## src/inc/dcc_pkg.sv

```systemverilog
package dcc_pkg;

   // Register offsets (byte addresses)
   localparam logic [7:0] CTRL_OFFSET    = 8'h00;
   localparam logic [7:0] SWTRIG_OFFSET  = 8'h04;
   localparam logic [7:0] HOLDR12_OFFSET = 8'h08;
   localparam logic [7:0] HOLDL12_OFFSET = 8'h0c;
   localparam logic [7:0] HOLDR8_OFFSET  = 8'h10;
   localparam logic [7:0] OUTVAL_OFFSET  = 8'h2c;

   // Reset values
   localparam logic [11:0] CTRL_RESET   = 12'h000;
   localparam logic [11:0] HOLD_RESET   = 12'h000;
   localparam logic [11:0] OUTVAL_RESET = 12'h000;
   localparam logic [11:0] LFSR_SEED    = 12'haaa;

   // Control register field positions
   localparam int CHAN_EN_POS  = 0;
   localparam int BUF_OFF_POS  = 1;
   localparam int TRIG_EN_POS  = 2;
   localparam int TRIG_SEL_LSB = 3;
   localparam int TRIG_SEL_MSB = 5;
   localparam int WAVE_LSB     = 6;
   localparam int WAVE_MSB     = 7;
   localparam int WIDTH_LSB    = 8;
   localparam int WIDTH_MSB    = 11;
   localparam int CTRL_BITS    = 12;
   localparam int SWTRIG_POS   = 0;

   // Trigger source codes
   localparam logic [2:0] TSEL_TIMER5  = 3'h0;
   localparam logic [2:0] TSEL_TIMER2  = 3'h1;
   localparam logic [2:0] TSEL_TIMER14 = 3'h3;
   localparam logic [2:0] TSEL_TIMER1  = 3'h4;
   localparam logic [2:0] TSEL_EXTLINE = 3'h6;
   localparam logic [2:0] TSEL_SOFT    = 3'h7;

   // Wave mode codes; any code with bit 1 set is triangle
   localparam logic [1:0] WAVE_NONE = 2'h0;
   localparam logic [1:0] WAVE_LFSR = 2'h1;

   // Width code at or above this selects the full 12 bits
   localparam logic [3:0] WIDTH_FULL = 4'hb;

endpackage

```

## src/rtl/dcc_channel.sv

```systemverilog
// The address-and-strobe port was chosen for this implementation.
`timescale 1ns/100ps

// Function
// Wave added only while trigger enable bit is set.
// Wave mode bits 7:6: 00 none, 01 LFSR, 1x triangle.
// Trigger select bits 5:3 matter only with trigger enabled.
// Select codes map timers 5,2,14,1, external line 9, software; 010/101 reserved.
// Control bit 2 enables the channel trigger.
// Control bit 1 turns the output buffer off.
// Software trigger bit 0 raises a trigger then clears itself.
// Software uses only full word accesses on trigger, holding, output.
// Right 12-bit view loads word bits 11:0.
// Left 12-bit view loads word bits 15:4.
// 8-bit view loads word bits 7:0 as upper eight bits.
// Output register read-only, bits 11:0 show converted value.
// Views share one holding value; 8-bit view zeroes low nibble.
// Copy on selected trigger when enabled, else automatically.
// LFSR mode adds masked low LFSR bits to holding value.
// Triangle mode adds a ramp between 0 and width maximum.
// Control bit 0 enables channel; disabled channel converts nothing.
// Reserved trigger codes produce no trigger events.
module dcc_channel
   import dcc_pkg::*;
(
   input  wire logic        clk,
   input  wire logic        rst,
   input  wire logic [7:0]  addr,
   input  wire logic [31:0] wrData,
   input  wire logic        wrEn,
   input  wire logic        rdEn,
   output logic      [31:0] rdData,
   input  wire logic        timer5Trig,
   input  wire logic        timer2Trig,
   input  wire logic        timer14Trig,
   input  wire logic        timer1Trig,
   input  wire logic        extLine9,
   output logic      [11:0] convertedValue,
   output logic             convertStrobe,
   output logic             channelEnable,
   output logic             bufferOff
);
   import dcc_pkg::*;

   logic [CTRL_BITS-1:0] ctrl_reg;
   logic                 softTrig_reg;
   logic [11:0]          holding_reg;
   logic [11:0]          lfsr_reg;
   logic [11:0]          tri_reg;
   logic                 triDown_reg;
   logic [4:0]           hwPrev_reg;
   logic [31:0]          rdData_reg;
   logic [11:0]          outVal_reg;
   logic                 strobe_reg;

   logic                 chanEn;
   logic                 trigEn;
   logic [2:0]           trigSel;
   logic [1:0]           waveMode;
   logic [3:0]           widthCode;
   logic [4:0]           hwNow;
   logic [4:0]           hwRise;
   logic                 trigEvent;
   logic                 doLoad;
   logic [11:0]          waveAdd;
   logic [11:0]          waveMask;
   logic [11:0]          sumValue;

   function automatic logic [11:0] widthMask(input logic [3:0] code);
      logic [11:0] m;
      m = 12'hfff;
      if (code < WIDTH_FULL) begin
         m = 12'((13'h2 << code) - 13'h1);
      end
      return m;
   endfunction

   function automatic logic [11:0] lfsrStep(input logic [11:0] v);
      logic fb;
      fb = v[11] ^ v[5] ^ v[3] ^ v[0];
      return {v[10:0], fb};
   endfunction

   function automatic logic isWrite(input logic [7:0] a);
      return wrEn && (addr == a);
   endfunction

   assign chanEn    = ctrl_reg[CHAN_EN_POS];
   assign trigEn    = ctrl_reg[TRIG_EN_POS];
   assign trigSel   = ctrl_reg[TRIG_SEL_MSB:TRIG_SEL_LSB];
   assign waveMode  = ctrl_reg[WAVE_MSB:WAVE_LSB];
   assign widthCode = ctrl_reg[WIDTH_MSB:WIDTH_LSB];
   assign waveMask  = widthMask(widthCode);
   assign hwNow     = {extLine9, timer1Trig, timer14Trig, timer2Trig,
                       timer5Trig};
   assign hwRise    = hwNow & ~hwPrev_reg;

   // Control register
   always_ff @(posedge clk or posedge rst) begin
      if (rst) begin
         ctrl_reg <= CTRL_RESET;
      end else if (isWrite(CTRL_OFFSET)) begin
         ctrl_reg <= wrData[CTRL_BITS-1:0];
      end
   end

   // self-clearing trigger
   always_ff @(posedge clk or posedge rst) begin
      if (rst) begin
         softTrig_reg <= 1'b0;
      end else if (isWrite(SWTRIG_OFFSET) && wrData[SWTRIG_POS]) begin
         softTrig_reg <= 1'b1;
      end else begin
         softTrig_reg <= 1'b0;
      end
   end

   // shared holding value
   always_ff @(posedge clk or posedge rst) begin
      if (rst) begin
         holding_reg <= HOLD_RESET;
      end else if (isWrite(HOLDR12_OFFSET)) begin
         // right aligned
         holding_reg <= wrData[11:0];
      end else if (isWrite(HOLDL12_OFFSET)) begin
         // left aligned
         holding_reg <= wrData[15:4];
      end else if (isWrite(HOLDR8_OFFSET)) begin
         // upper eight bits
         holding_reg <= {wrData[7:0], 4'h0};
      end
   end

   // Edge history of hardware sources
   always_ff @(posedge clk or posedge rst) begin
      if (rst) begin
         hwPrev_reg <= 5'h00;
      end else begin
         hwPrev_reg <= hwNow;
      end
   end

   // trigger source mux
   always_comb begin
      case (trigSel)
         TSEL_TIMER5:  trigEvent = hwRise[0];
         TSEL_TIMER2:  trigEvent = hwRise[1];
         TSEL_TIMER14: trigEvent = hwRise[2];
         TSEL_TIMER1:  trigEvent = hwRise[3];
         TSEL_EXTLINE: trigEvent = hwRise[4];
         TSEL_SOFT:    trigEvent = softTrig_reg;
         // reserved codes
         default:      trigEvent = 1'b0;
      endcase
   end

   // R05: R14: R17: when a load happens
   assign doLoad = chanEn && (trigEn ? trigEvent : 1'b1);

   // R02: wave selection
   always_comb begin
      waveAdd = 12'h000;
      if (trigEn) begin
         if (waveMode[1]) begin
            waveAdd = tri_reg;
         end else if (waveMode == WAVE_LFSR) begin
            waveAdd = lfsr_reg & waveMask;
         end
      end
   end

   assign sumValue = 12'(holding_reg + waveAdd);

   // LFSR advances on each triggered load in LFSR mode
   always_ff @(posedge clk or posedge rst) begin
      if (rst) begin
         lfsr_reg <= LFSR_SEED;
      end else if (doLoad && trigEn && waveMode == WAVE_LFSR) begin
         lfsr_reg <= lfsrStep(lfsr_reg);
      end
   end

   // triangle ramps up to mask then down to zero
   always_ff @(posedge clk or posedge rst) begin
      if (rst) begin
         tri_reg     <= 12'h000;
         triDown_reg <= 1'b0;
      end else if (doLoad && trigEn && waveMode[1]) begin
         if (tri_reg > waveMask) begin
            tri_reg     <= waveMask;
            triDown_reg <= 1'b1;
         end else if (!triDown_reg) begin
            if (tri_reg == waveMask) begin
               tri_reg     <= 12'(tri_reg - 12'h001);
               triDown_reg <= 1'b1;
            end else begin
               tri_reg <= 12'(tri_reg + 12'h001);
            end
         end else begin
            if (tri_reg == 12'h000) begin
               tri_reg     <= 12'h001;
               triDown_reg <= 1'b0;
            end else begin
               tri_reg <= 12'(tri_reg - 12'h001);
            end
         end
      end
   end

   // output register load
   always_ff @(posedge clk or posedge rst) begin
      if (rst) begin
         outVal_reg <= OUTVAL_RESET;
         strobe_reg <= 1'b0;
      end else begin
         strobe_reg <= doLoad;
         if (doLoad) begin
            outVal_reg <= sumValue;
         end
      end
   end

   // read data, one cycle after the read enable
   always_ff @(posedge clk or posedge rst) begin
      if (rst) begin
         rdData_reg <= 32'h0000_0000;
      end else if (rdEn) begin
         case (addr)
            CTRL_OFFSET:    rdData_reg <= {20'h00000, ctrl_reg};
            HOLDR12_OFFSET: rdData_reg <= {20'h00000, holding_reg};
            HOLDL12_OFFSET: rdData_reg <= {16'h0000, holding_reg, 4'h0};
            HOLDR8_OFFSET:  rdData_reg <= {24'h000000, holding_reg[11:4]};
            OUTVAL_OFFSET:  rdData_reg <= {20'h00000, outVal_reg};
            default:        rdData_reg <= 32'h0000_0000;
         endcase
      end else begin
         rdData_reg <= 32'h0000_0000;
      end
   end

   assign rdData         = rdData_reg;
   assign convertedValue = outVal_reg;
   assign convertStrobe  = strobe_reg;
   // channel enable
   assign channelEnable  = ctrl_reg[CHAN_EN_POS];
   // buffer off control
   assign bufferOff      = ctrl_reg[BUF_OFF_POS];

   AST_SWTRIG_SET: assert property (@(posedge clk) disable iff (rst)
      isWrite(SWTRIG_OFFSET) && wrData[0] |=> softTrig_reg)
      else $error("software trigger not raised");

   AST_SWTRIG_CLEAR: assert property (@(posedge clk) disable iff (rst)
      softTrig_reg && !(isWrite(SWTRIG_OFFSET) && wrData[0])
      |=> !softTrig_reg)
      else $error("software trigger not cleared");

   AST_HOLD_R12: assert property (@(posedge clk) disable iff (rst)
      isWrite(HOLDR12_OFFSET) |=> holding_reg == $past(wrData[11:0]))
      else $error("right 12-bit load wrong");

   AST_HOLD_L12: assert property (@(posedge clk) disable iff (rst)
      isWrite(HOLDL12_OFFSET) |=> holding_reg == $past(wrData[15:4]))
      else $error("left 12-bit load wrong");

   AST_HOLD_R8: assert property (@(posedge clk) disable iff (rst)
      isWrite(HOLDR8_OFFSET)
      |=> holding_reg == {$past(wrData[7:0]), 4'h0})
      else $error("8-bit load wrong");

   AST_AUTO_COPY: assert property (@(posedge clk) disable iff (rst)
      chanEn && !trigEn |=> convertedValue == $past(holding_reg)
      && convertStrobe)
      else $error("automatic transfer missing or wave added");

   AST_DISABLED_HOLD: assert property (@(posedge clk) disable iff (rst)
      !chanEn |=> $stable(convertedValue) && !convertStrobe)
      else $error("disabled channel converted");

   AST_RESERVED_SEL: assert property (@(posedge clk) disable iff (rst)
      trigEn && (trigSel == 3'h2 || trigSel == 3'h5)
      |=> $stable(convertedValue))
      else $error("reserved source triggered");

   AST_SOFT_PATH: assert property (@(posedge clk) disable iff (rst)
      chanEn && trigEn && trigSel == TSEL_SOFT && waveMode == WAVE_NONE
      && isWrite(SWTRIG_OFFSET) && wrData[0] && !isWrite(CTRL_OFFSET)
      |=> ##1 convertStrobe)
      else $error("software trigger did not load");

   AST_LFSR_ADD: assert property (@(posedge clk) disable iff (rst)
      doLoad && trigEn && waveMode == WAVE_LFSR
      |=> convertedValue == 12'($past(holding_reg)
          + ($past(lfsr_reg) & $past(waveMask))))
      else $error("LFSR noise sum wrong");

   AST_TRI_RANGE: assert property (@(posedge clk) disable iff (rst)
      doLoad && trigEn && waveMode[1] && tri_reg <= waveMask
      && !isWrite(CTRL_OFFSET) |=> tri_reg <= waveMask)
      else $error("triangle left its range");

   AST_BUF_OFF: assert property (@(posedge clk) disable iff (rst)
      isWrite(CTRL_OFFSET) |=> bufferOff == $past(wrData[1]))
      else $error("buffer off control wrong");

   AST_READ_OUT: assert property (@(posedge clk) disable iff (rst)
      rdEn && addr == OUTVAL_OFFSET
      |=> rdData == {20'h00000, $past(outVal_reg)})
      else $error("output readback wrong");

   AST_LEFT_READ: assert property (@(posedge clk) disable iff (rst)
      rdEn && addr == HOLDL12_OFFSET
      |=> rdData == {16'h0000, $past(holding_reg), 4'h0})
      else $error("left view readback wrong");

   AST_READ_IDLE: assert property (@(posedge clk) disable iff (rst)
      !rdEn |=> rdData == 32'h0000_0000)
      else $error("read data not cleared");

   AST_CHAN_EN: assert property (@(posedge clk) disable iff (rst)
      isWrite(CTRL_OFFSET) |=> channelEnable == $past(wrData[0]))
      else $error("channel enable control wrong");

   AST_TRIG_GATE: assert property (@(posedge clk) disable iff (rst)
      chanEn && trigEn && !trigEvent |=> !convertStrobe)
      else $error("transfer without trigger event");

   AST_HW_EDGE: assert property (@(posedge clk) disable iff (rst)
      chanEn && trigEn && trigSel == TSEL_TIMER1 && hwRise[3]
      |=> convertStrobe)
      else $error("timer edge did not load");

   COV_AUTO: cover property (@(posedge clk) disable iff (rst)
      chanEn && !trigEn ##1 convertStrobe);

   COV_SOFT: cover property (@(posedge clk) disable iff (rst)
      trigEn && trigSel == TSEL_SOFT && softTrig_reg ##1 convertStrobe);

   COV_TIMER: cover property (@(posedge clk) disable iff (rst)
      trigEn && trigSel == TSEL_TIMER14 && hwRise[2]);

   COV_TRI_TOP: cover property (@(posedge clk) disable iff (rst)
      waveMode[1] && trigEn && tri_reg == waveMask);

   COV_LFSR: cover property (@(posedge clk) disable iff (rst)
      trigEn && waveMode == WAVE_LFSR && doLoad);

endmodule // dcc_channel

```

## config.mk

```make
export PLATFORM = sky130hd
export DESIGN_NAME = dcc_channel
export DESIGN_NICKNAME = d
export VERILOG_FILES = /design/src/inc/dcc_pkg.sv /design/src/rtl/dcc_channel.sv
export SDC_FILE = /design/constraint.sdc
export NUM_CORES = 1
export LEC_CHECK = 0
export BUFFER_PORTS_ARGS = -buffer_cell sky130_fd_sc_hd__clkbuf_2
export CORE_ASPECT_RATIO = 1.2
export CORE_UTILIZATION = 53
export CTS_BUF_LIST = sky130_fd_sc_hd__clkbuf_4 sky130_fd_sc_hd__clkbuf_8
export DETAILED_ROUTE_END_ITERATION = 7
export PLACE_DENSITY = 0.83
export SETUP_SLACK_MARGIN = 0.2
export SLEW_MARGIN = 10
export SYNTH_ARGS = -nofsm -noshare
export SYNTH_HDL_FRONTEND = slang
export SYNTH_SLANG_ARGS = --single-unit
```

## constraint.sdc

```tcl
create_clock -name clk -period 4 [get_ports clk]
set_input_delay 0.2 -clock clk [delete_from_list [all_inputs] [get_ports clk]]
set_output_delay 0.2 -clock clk [all_outputs]
set_load 0.01 [all_outputs]
```

==> results of run 1 <==
[where the power goes]
| group | leakage, nW | total, mW | switching [mW] | internal (mW) |
|---|---|---|---|---|
| combinational | 1.82 | 0.438 | 0.246 | 0.192 |
| clock | 0.0956 | 0.577 | 0.317 | 0.260 |
| sequential | 1.11 | 0.956 | 0.0663 | 0.890 |
[metal layers]
layer,global-route usage,routed length (µm),vias up
met5,0,0,-
met4,0.135,797,0
met3,0.0549,1020,75
met2,0.507,7920,233
met1,0.347,6050,2542
li1,-,-,2384
[worst max-delay path, delay by kind of cell, from the launching register on]
family                     cells  cell delay, ps
buffers and inverters          1             100
DFF                            1             460
AOI/OAI and AO/OA              5            1280
adders and majority gates      2             570
and+or+nand+nor                4            1230
[timing repair]
action | in CTS | in global routing
endpoints found under the hold margin | 49 | 0
setup buffers | 2 | 6
resized for setup | 7 | 36
pin swaps | 3 | 22
endpoints found under the setup margin | 14 | 18
hold buffers | 6 | 0
[layout by cell type, fill, tap and decap left out, types with 4 or more instances in the layout]
cell type	n
dfstp_2	6
and3_1	8
a222oi_1	15
xor2_1	4
clkinv_4	4
nand4_1	7
dfrtp_1	77
a21o_1	12
nand2b_1	5
nor3_1	18
conb_1	16
o21ai_0	24
o21a_1	6
nor2b_1	4
nand3_1	11
o21ai_1	10
buf_4	31
mux2_1	4
xnor2_1	4
a32oi_1	7
o31ai_1	5
dlygate4sd3_1	6
nand2_1	52
clkbuf_2	63
mux2i_1	8
a211oi_1	13
or3_1	5
nor4_4	4
a21oi_1	25
nor2_1	40
inv_1	19
ha_1	23
clkbuf_8	11
nor4_1	8
mux2_2	33
[area by class of cell]
cell class | instances | area, µm²
Clock buffer | 11 | 151
Clock inverter | 4 | 35.0
Fill cell | 790 | 3610
Inverter | 22 | 83.8
Multi-Input combinational cell | 456 | 3370
Sequential cell | 84 | 2110
Tap cell | 126 | 158
Timing Repair Buffer | 103 | 642
[worst max path at each step]
stage / startpoint / endpoint / slack (ps) / cells after the start
6_report: ctrl_reg[10] / tri_reg[6] / 260 / 12
5_1_grt: ctrl_reg[10] / tri_reg[6] / 50 / 12
4_1_cts: ctrl_reg[9] / tri_reg[6] / 210 / 14
3_5_place_dp: ctrl_reg[10] / tri_reg[7] / 4 / 14
3_3_place_gp: ctrl_reg[10] / tri_reg[7] / 80 / 14
2_1_floorplan: ctrl_reg[10] / tri_reg[6] / 200 / 14
[kinds of logic (layout without fill, tap and decap cells)]
logic type | after synthesis | after routing
AOI/OAI and AO/OA | 165 | 165
xor gates and xnor gates | 8 | 8
adders and majority gates | 26 | 26
buffers and inverters | 77 | 140
DFF | 84 | 84
muxes | 46 | 46
other | 1 | 16
and+or+nand+nor | 195 | 195
[metrics by stage]
stage / hold WS (ps) / area, µm²
final: 82.2 / 6550
after global routing: 101 / 6550
after CTS: 77.9 / 6390
after detailed placement: 324 / 6100
after global placement: 323 / 6100
after floorplan: 231 / 5750
==> results.sh, run 1 <==
export IMPL_worst_slew_pin_slew_ps=1070
export IMPL_synth_seq_area_share=0.374
export IMPL_drt_pass1_iter_count=6
export IMPL_r2r_end="tri_reg[6]"
export IMPL_yosysMostFrequentCell="dfrtp_1"
export IMPL_hp_class="in2reg"
export IMPL_r2r_setup_slack_ps=260
export IMPL_drive_gt1_frac=0.278
export IMPL_crit_chain="nor4_4 > inv_2 > ha_4 > or2_4 > a222oi_1 > ha_1 > nand4_1 > a21oi_1 > o311ai_2 > a21oi_4 > or4_1 > a22o_1"
export IMPL_ant_nets=0
export IMPL_synth_compound_gate_area_share=0.209
export IMPL_vias=5234
export IMPL_cts_tree="yes"
export IMPL_dp_hpwl_mm=11.3
export IMPL_die_h_um=115
export IMPL_place_inst=777
export IMPL_powerDensity_mw_per_mm2=301
export IMPL_num_rows=40
export IMPL_syn_avg_cell_area_um2=9.37
export IMPL_critical_path_class="reg2reg"
export IMPL_core_mm2=0.0102
export IMPL_synth_top_family_by_area="compound AO/OA/AOI/OAI gates"
export IMPL_cp_required_ps=4260
export IMPL_maxSlewHeadroom=0.279
export IMPL_final_core_util=0.645
export IMPL_vdd_ir_drop_worst_mv=0.229
export IMPL_antenna_cells=0
export IMPL_clk_pin_slew_ps=90
export IMPL_fin_skew_ps=10.7
export IMPL_gp_congestion=0.900
export IMPL_ys_seq_elements=84
export IMPL_grt_overflow=0
export IMPL_synth_cells=602
export IMPL_synth_adder_area_share=0.0590
export IMPL_start_kind="flip-flop"
export IMPL_syn_to_final_growth_pct=16.1
export IMPL_drt_iter0_drc=453
export IMPL_yosys_warnings=0
export IMPL_synthSimpleGateAreaFrac=0.187
export IMPL_worstRegToRegCells=12
export IMPL_synthDistinctLibCells=76
export IMPL_cts_made_buffers=9
export IMPL_finalHoldViolations=0
export IMPL_ios=96
export IMPL_critPathMaxFanout=9
export IMPL_drv_cap=0
export IMPL_power_mw=1.97
export IMPL_start_util=0.555
export IMPL_arrival_ps=4000
export IMPL_track_usage=0.292
export IMPL_post_place_ws_ps=4.30
export IMPL_cts_root_buf="clkbuf_8"
export IMPL_insertion_delay_ps=370
export IMPL_slew_violations=0
export IMPL_drc_errors=0
export IMPL_power_leakage_nw=3.03
export IMPL_synth_top_area_cell="dfrtp_1"
export IMPL_finalSetupViolations=0
export IMPL_wirelength_mm=15.8
export IMPL_viasPerCell=6.49
export IMPL_synthMuxAreaShare=0.0900
export IMPL_setup_ws_ps=262
export IMPL_dieArea_mm2=0.0111
export IMPL_grt_max_degree=50
export IMPL_grt_pass1_vias=4987
export IMPL_crit_path_end_kind="flip-flop"
export IMPL_synthesis_area_mm2=0.00564
export IMPL_portBuffers=63
export IMPL_hold_start="wrData[0]"
export IMPL_cts_sinks=84
export IMPL_min_path_cells=3
export IMPL_fin_crit_ps=3740
export IMPL_max_freq_ghz=0.267
export IMPL_cp_slowest_cell="or4_1"
export IMPL_fin_cells=806
export IMPL_rsz0062_at_grt="yes"
export IMPL_antenna_found_initial=0
export IMPL_synth_commonest_cells="dfrtp_1 (78), nand2_1 (54), nor2_1 (42), o21ai_0 (36), mux2_2 (34)"
export IMPL_fin_nets=751
export IMPL_die_x_um=96.2
export IMPL_async_flop_share=1.00
export IMPL_r2r_start="ctrl_reg[10]"
export IMPL_ys_flop_type="dfrtp_1"
export IMPL_cts_htree_levels=3
export IMPL_grt_pass1_wl_mm=24.6
export IMPL_synth_edf_count=0
export IMPL_cts_max_path_buffers=2
export IMPL_wl_per_cell_um=19.6
export IMPL_final_period_utilization=0.935
export IMPL_synth_top_area_frac=0.346
export IMPL_status="finished, final reports clean"
export IMPL_synthXorXnorAreaFrac=0.0124
export IMPL_cpPeakStageDelay_ps=540
export IMPL_fin_setup_tns_ps=0
export IMPL_worstHoldEndpoint="softTrig_reg"
export IMPL_synthTopCellsByArea="dfrtp_1 (35%), mux2_2 (6.8%), ha_1 (5.5%)"
export IMPL_largest_reg_flops=16
(Power assumes the default switching activity.)
==> run 2: changes to the inputs <==
--- a/config.mk
+++ b/config.mk
@@ -6,10 +6,13 @@
 export NUM_CORES = 1
 export LEC_CHECK = 0
 export BUFFER_PORTS_ARGS = -buffer_cell sky130_fd_sc_hd__clkbuf_2
+export CELL_PAD_IN_SITES_DETAIL_PLACEMENT = 0
+export CELL_PAD_IN_SITES_GLOBAL_PLACEMENT = 2
 export CORE_ASPECT_RATIO = 1.2
-export CORE_UTILIZATION = 53
+export CORE_UTILIZATION = 33
 export CTS_BUF_LIST = sky130_fd_sc_hd__clkbuf_4 sky130_fd_sc_hd__clkbuf_8
 export DETAILED_ROUTE_END_ITERATION = 7
+export GPL_ROUTABILITY_DRIVEN = 0
 export PLACE_DENSITY = 0.83
 export SETUP_SLACK_MARGIN = 0.2
 export SLEW_MARGIN = 10
==> results.sh, run 2 (synthesized netlist as in run 1, its figures left out) <==
export IMPL_status="finished, final reports clean"
export IMPL_final_period_utilization=0.910
export IMPL_clk_pin_slew_ps=90
export IMPL_critical_path_class="reg2reg"
export IMPL_finalSetupViolations=0
export IMPL_fin_cells=893
export IMPL_grt_overflow=0
export IMPL_fin_crit_ps=3640
export IMPL_rsz0062_at_grt="yes"
export IMPL_ant_nets=0
export IMPL_cp_required_ps=4270
export IMPL_portBuffers=63
export IMPL_slew_violations=0
export IMPL_grt_pass1_wl_mm=26.3
export IMPL_ios=96
export IMPL_hp_class="in2async"
export IMPL_wl_per_cell_um=18.7
export IMPL_cts_max_path_buffers=2
export IMPL_drc_errors=0
export IMPL_start_kind="flip-flop"
export IMPL_viasPerCell=5.62
export IMPL_worst_slew_pin_slew_ps=1060
export IMPL_place_inst=865
export IMPL_critPathMaxFanout=12
export IMPL_crit_path_end_kind="flip-flop"
export IMPL_core_mm2=0.0168
export IMPL_max_freq_ghz=0.275
export IMPL_dpl_cell_area_mm2=0.00620
export IMPL_antenna_found_initial=0
export IMPL_cts_htree_levels=3
export IMPL_powerDensity_mw_per_mm2=306
export IMPL_grt_max_degree=58
export IMPL_dieArea_mm2=0.0176
export IMPL_finalHoldViolations=0
export IMPL_whs_ps=2.59
export IMPL_startpoint="ctrl_reg[10]"
export IMPL_fin_setup_tns_ps=0
export IMPL_syn_to_final_growth_pct=17.9
export IMPL_num_rows=52
export IMPL_maxSlewHeadroom=0.287
export IMPL_mostFrequentLayoutCells="dfrtp_1 (78), clkbuf_2 (63), nand2_1 (53)"
export IMPL_drv_cap=0
export IMPL_arrival_ps=3910
export IMPL_die_x_um=121
export IMPL_final_common_cell="dfrtp_1"
export IMPL_cts_made_buffers=9
export IMPL_start_util=0.336
export IMPL_antenna_cells=0
export IMPL_die_h_um=145
export IMPL_final_area_mm2=0.00665
export IMPL_power_leakage_nw=3.02
export IMPL_insertion_delay_ps=370
export IMPL_drt_pass1_iter_count=7
export IMPL_worstRegToRegCells=15
export IMPL_grt_pass1_vias=4766
export IMPL_cts_sinks=84
export IMPL_largest_reg_flops=16
export IMPL_cts_root_buf="clkbuf_8"
export IMPL_vias=5015
export IMPL_dp_hpwl_mm=12.4
export IMPL_fin_skew_ps=11.4
export IMPL_cts_tree="yes"
export IMPL_drive_gt1_frac=0.270
export IMPL_track_usage=0.195
export IMPL_drt_iter0_drc=449
export IMPL_wirelength_mm=16.7
export IMPL_fin_nets=747
export IMPL_vdd_ir_drop_worst_mv=0.197
export IMPL_r2r_start="ctrl_reg[10]"
run 2: repair_timing:
action / 4_1_cts / 5_1_grt
buffers inserted: 5 / 2
pin swaps: 8 / 7
hold endpoints to repair: 5 / 0
setup endpoints to repair: 8 / 16
resized for setup: 9 / 23
hold buffers: 5 / 0
run 2: final timing paths:
check,end,slack [ps]
min,tri_reg[0],3
max in group asynchronous,lfsr_reg[9],3030
max reg2reg,tri_reg[6],360
min reg2reg,lfsr_reg[0],520
max,tri_reg[6],360
min in group clk,holding_reg[1],80
run 2: layout make-up:
cell class                 instances  area [µm²]
fill                            1711       10100
tap                              216         270
multi-input combinational        456        3370
timing repair buffer              99         609
clock buffer                      10         138
clock inverter                     6        71.3
inverter                          22        83.8
sequential                        84        2110
run 2: metrics by stage:
step | total power, mW | utilization | worst slack, ps
floorplan | 1.20 | - | 201
global placement | 1.35 | 0.369 | 103
detailed placement | 1.36 | 0.369 | 86.2
CTS | 2.02 | 0.389 | 200
global route | 2.14 | 0.396 | 172
finish | 2.03 | 0.396 | 360
run 2: metal layers:
layer  up-vias  wire length [µm]  GRT usage
li1       2378                 -          -
met1      2457              7340      0.261
met2       157              8310      0.318
met3        23               716     0.0256
met4         0               356     0.0722
met5         -                 0          0
run 2: worst max-delay path, stage by stage, from the launching register on:
cell	delay, ps
dfrtp_1	420
nor4_4	320
inv_2	80
ha_4	200
nand2_4	60
mux2_4	300
a21oi_2	110
o22ai_2	120
ha_1	320
nand3_2	80
or3_1	420
nor2_2	140
a21oi_1	60
buf_4	190
or4_1	520
a22o_1	180
run 2: report_power, final:
group          total [mW]  internal, mW  switching [mW]
Combinational       0.433         0.186           0.246
Sequential          0.958         0.890          0.0678
Clock               0.644         0.311           0.333
Total                2.03          1.39           0.647
==> run 3: changes to the inputs <==
==> constraint.sdc (replaced) <==
create_clock -name clk -period 3.27 [get_ports clk]
set_input_delay 0.1635 -clock clk [delete_from_list [all_inputs] [get_ports clk]]
set_output_delay 0.1635 -clock clk [all_outputs]
set_load 0.01 [all_outputs]
==> results.sh, run 3 (synthesized netlist as in run 1, its figures left out) <==
export IMPL_finalHoldViolations=0
export IMPL_cts_sinks=84
export IMPL_antenna_found_initial=0
export IMPL_vias=5328
export IMPL_wl_per_cell_um=19.4
export IMPL_maxSlewHeadroom=0.475
export IMPL_power_leakage_nw=3.42
export IMPL_cts_tree="yes"
export IMPL_powerDensity_mw_per_mm2=365
export IMPL_cts_htree_levels=3
export IMPL_fin_skew_ps=12.5
export IMPL_min_path_cells=3
export IMPL_cp_required_ps=3550
export IMPL_dp_hpwl_mm=13.5
export IMPL_ios=96
export IMPL_filler_cell_count=1633
export IMPL_startpoint="ctrl_reg[9]"
export IMPL_core_mm2=0.0168
export IMPL_grt_overflow=0
export IMPL_grt_max_degree=43
export IMPL_hold_start="wrData[1]"
export IMPL_final_core_util=0.450
export IMPL_dieArea_mm2=0.0176
export IMPL_grt_pass1_vias=5408
export IMPL_vdd_ir_drop_worst_mv=0.282
export IMPL_die_h_um=145
export IMPL_ant_nets=0
export IMPL_clk_pin_slew_ps=90
export IMPL_max_freq_ghz=0.279
export IMPL_drt_iter0_drc=374
export IMPL_track_usage=0.217
export IMPL_slew_violations=0
export IMPL_fin_nets=814
export IMPL_drc_errors=0
export IMPL_r2r_start="ctrl_reg[9]"
export IMPL_place_inst=913
export IMPL_fin_cells=960
export IMPL_worstHoldEndpoint="holding_reg[1]"
export IMPL_drt_pass1_iter_count=5
export IMPL_num_rows=52
export IMPL_cts_max_path_buffers=2
export IMPL_cts_root_buf="clkbuf_8"
export IMPL_grt_pass1_wl_mm=29.2
export IMPL_critPathMaxFanout=6
export IMPL_rsz0062_at_grt="yes"
export IMPL_worst_slew_pin_slew_ps=787
export IMPL_r2r_end="tri_reg[6]"
export IMPL_start_kind="flip-flop"
export IMPL_setup_ws_ps=-315
export IMPL_violations="setup timing"
export IMPL_portBuffers=63
export IMPL_largest_reg_flops=16
export IMPL_drive_gt1_frac=0.398
export IMPL_start_util=0.336
export IMPL_critical_path_class="reg2reg"
export IMPL_mostFrequentLayoutCells="dfrtp_1 (76), buf_4 (76), clkbuf_2 (63)"
export IMPL_status="complete, but fails checks"
export IMPL_crit_path_end_kind="flip-flop"
export IMPL_syn_to_final_growth_pct=33.9
export IMPL_viasPerCell=5.55
export IMPL_finalSetupViolations=20
export IMPL_hp_class="in2reg"
export IMPL_final_period_utilization=1.10
export IMPL_insertion_delay_ps=380
export IMPL_cts_made_buffers=9
export IMPL_die_x_um=121
export IMPL_arrival_ps=3870
export IMPL_antenna_cells=0
export IMPL_wirelength_mm=18.7
export IMPL_r2r_setup_slack_ps=-320
export IMPL_worstRegToRegCells=15
export IMPL_fin_crit_ps=3590
export IMPL_drv_cap=0
[run 3: area by class of cell]
| class | instances | area, µm² | area share |
|---|---|---|---|
| flip-flops and latches | 84 | 2110 | 0.279 |
| clock buffers | 9 | 124 | 0.0164 |
| well taps | 216 | 270 | 0.0358 |
| multi-input cells | 457 | 3700 | 0.489 |
| repair buffers | 165 | 1170 | 0.155 |
| clock inverters | 7 | 98.8 | 0.0131 |
| inverters | 22 | 86.3 | 0.0114 |
[run 3: worst max-delay path by stage]
stage / to / cells after the start / slack (ps)
after floorplan: tri_reg[6] / 16 / -410
after global placement: tri_reg[2] / 14 / -340
after detailed placement: tri_reg[9] / 15 / -420
after CTS: convertedValue[11] / 17 / -260
after global routing: tri_reg[6] / 13 / -470
final: tri_reg[6] / 15 / -320
[run 3: routing by layer]
metal	GRT usage	vias up	wire, µm
li1	-	2500	-
met1	0.262	2598	7740
met2	0.361	182	9270
met3	0.0358	48	865
met4	0.122	0	776
met5	0	-	0
[run 3: per-stage QoR]
stage	total power [mW]	TNS (ps)	hold WS, ps	worst slack [ps]	cell area (µm²)
after floorplan	1.51	-3440	195	-408	5860
after global placement	1.74	-4750	287	-342	6640
after detailed placement	1.76	-6410	287	-421	6640
after CTS	2.71	-3580	12.0	-261	7270
after global routing	2.89	-6990	16.9	-465	7560
final	2.76	-3800	28.3	-315	7560
[run 3: critical path, stage by stage (launching register included)]
cell	delay, ps
dfrtp_2	440
nor4_4	310
inv_2	90
ha_4	190
nand2_4	70
mux2_4	300
a21oi_2	120
o22ai_2	120
ha_4	300
nand3_4	80
buf_6	130
o41ai_4	350
or3_4	210
nor2_1	30
or4_1	520
a22o_1	210
[run 3: timing repair]
action / 4_1_cts / 5_1_grt
setup buffers: 13 / 11
hold buffers: 6 / 0
setup endpoints to repair: 22 / 22
pin swaps: 33 / 34
hold endpoints to repair: 39 / 0
gates cloned: 1 / 0
resized for setup: 56 / 39
[run 3: power breakdown]
group          switching, mW  internal [mW]  leakage [nW]
clock network          0.420          0.434         0.110
logic                  0.367          0.363          2.20
registers             0.0893           1.09          1.11
total                  0.875           1.89          3.42
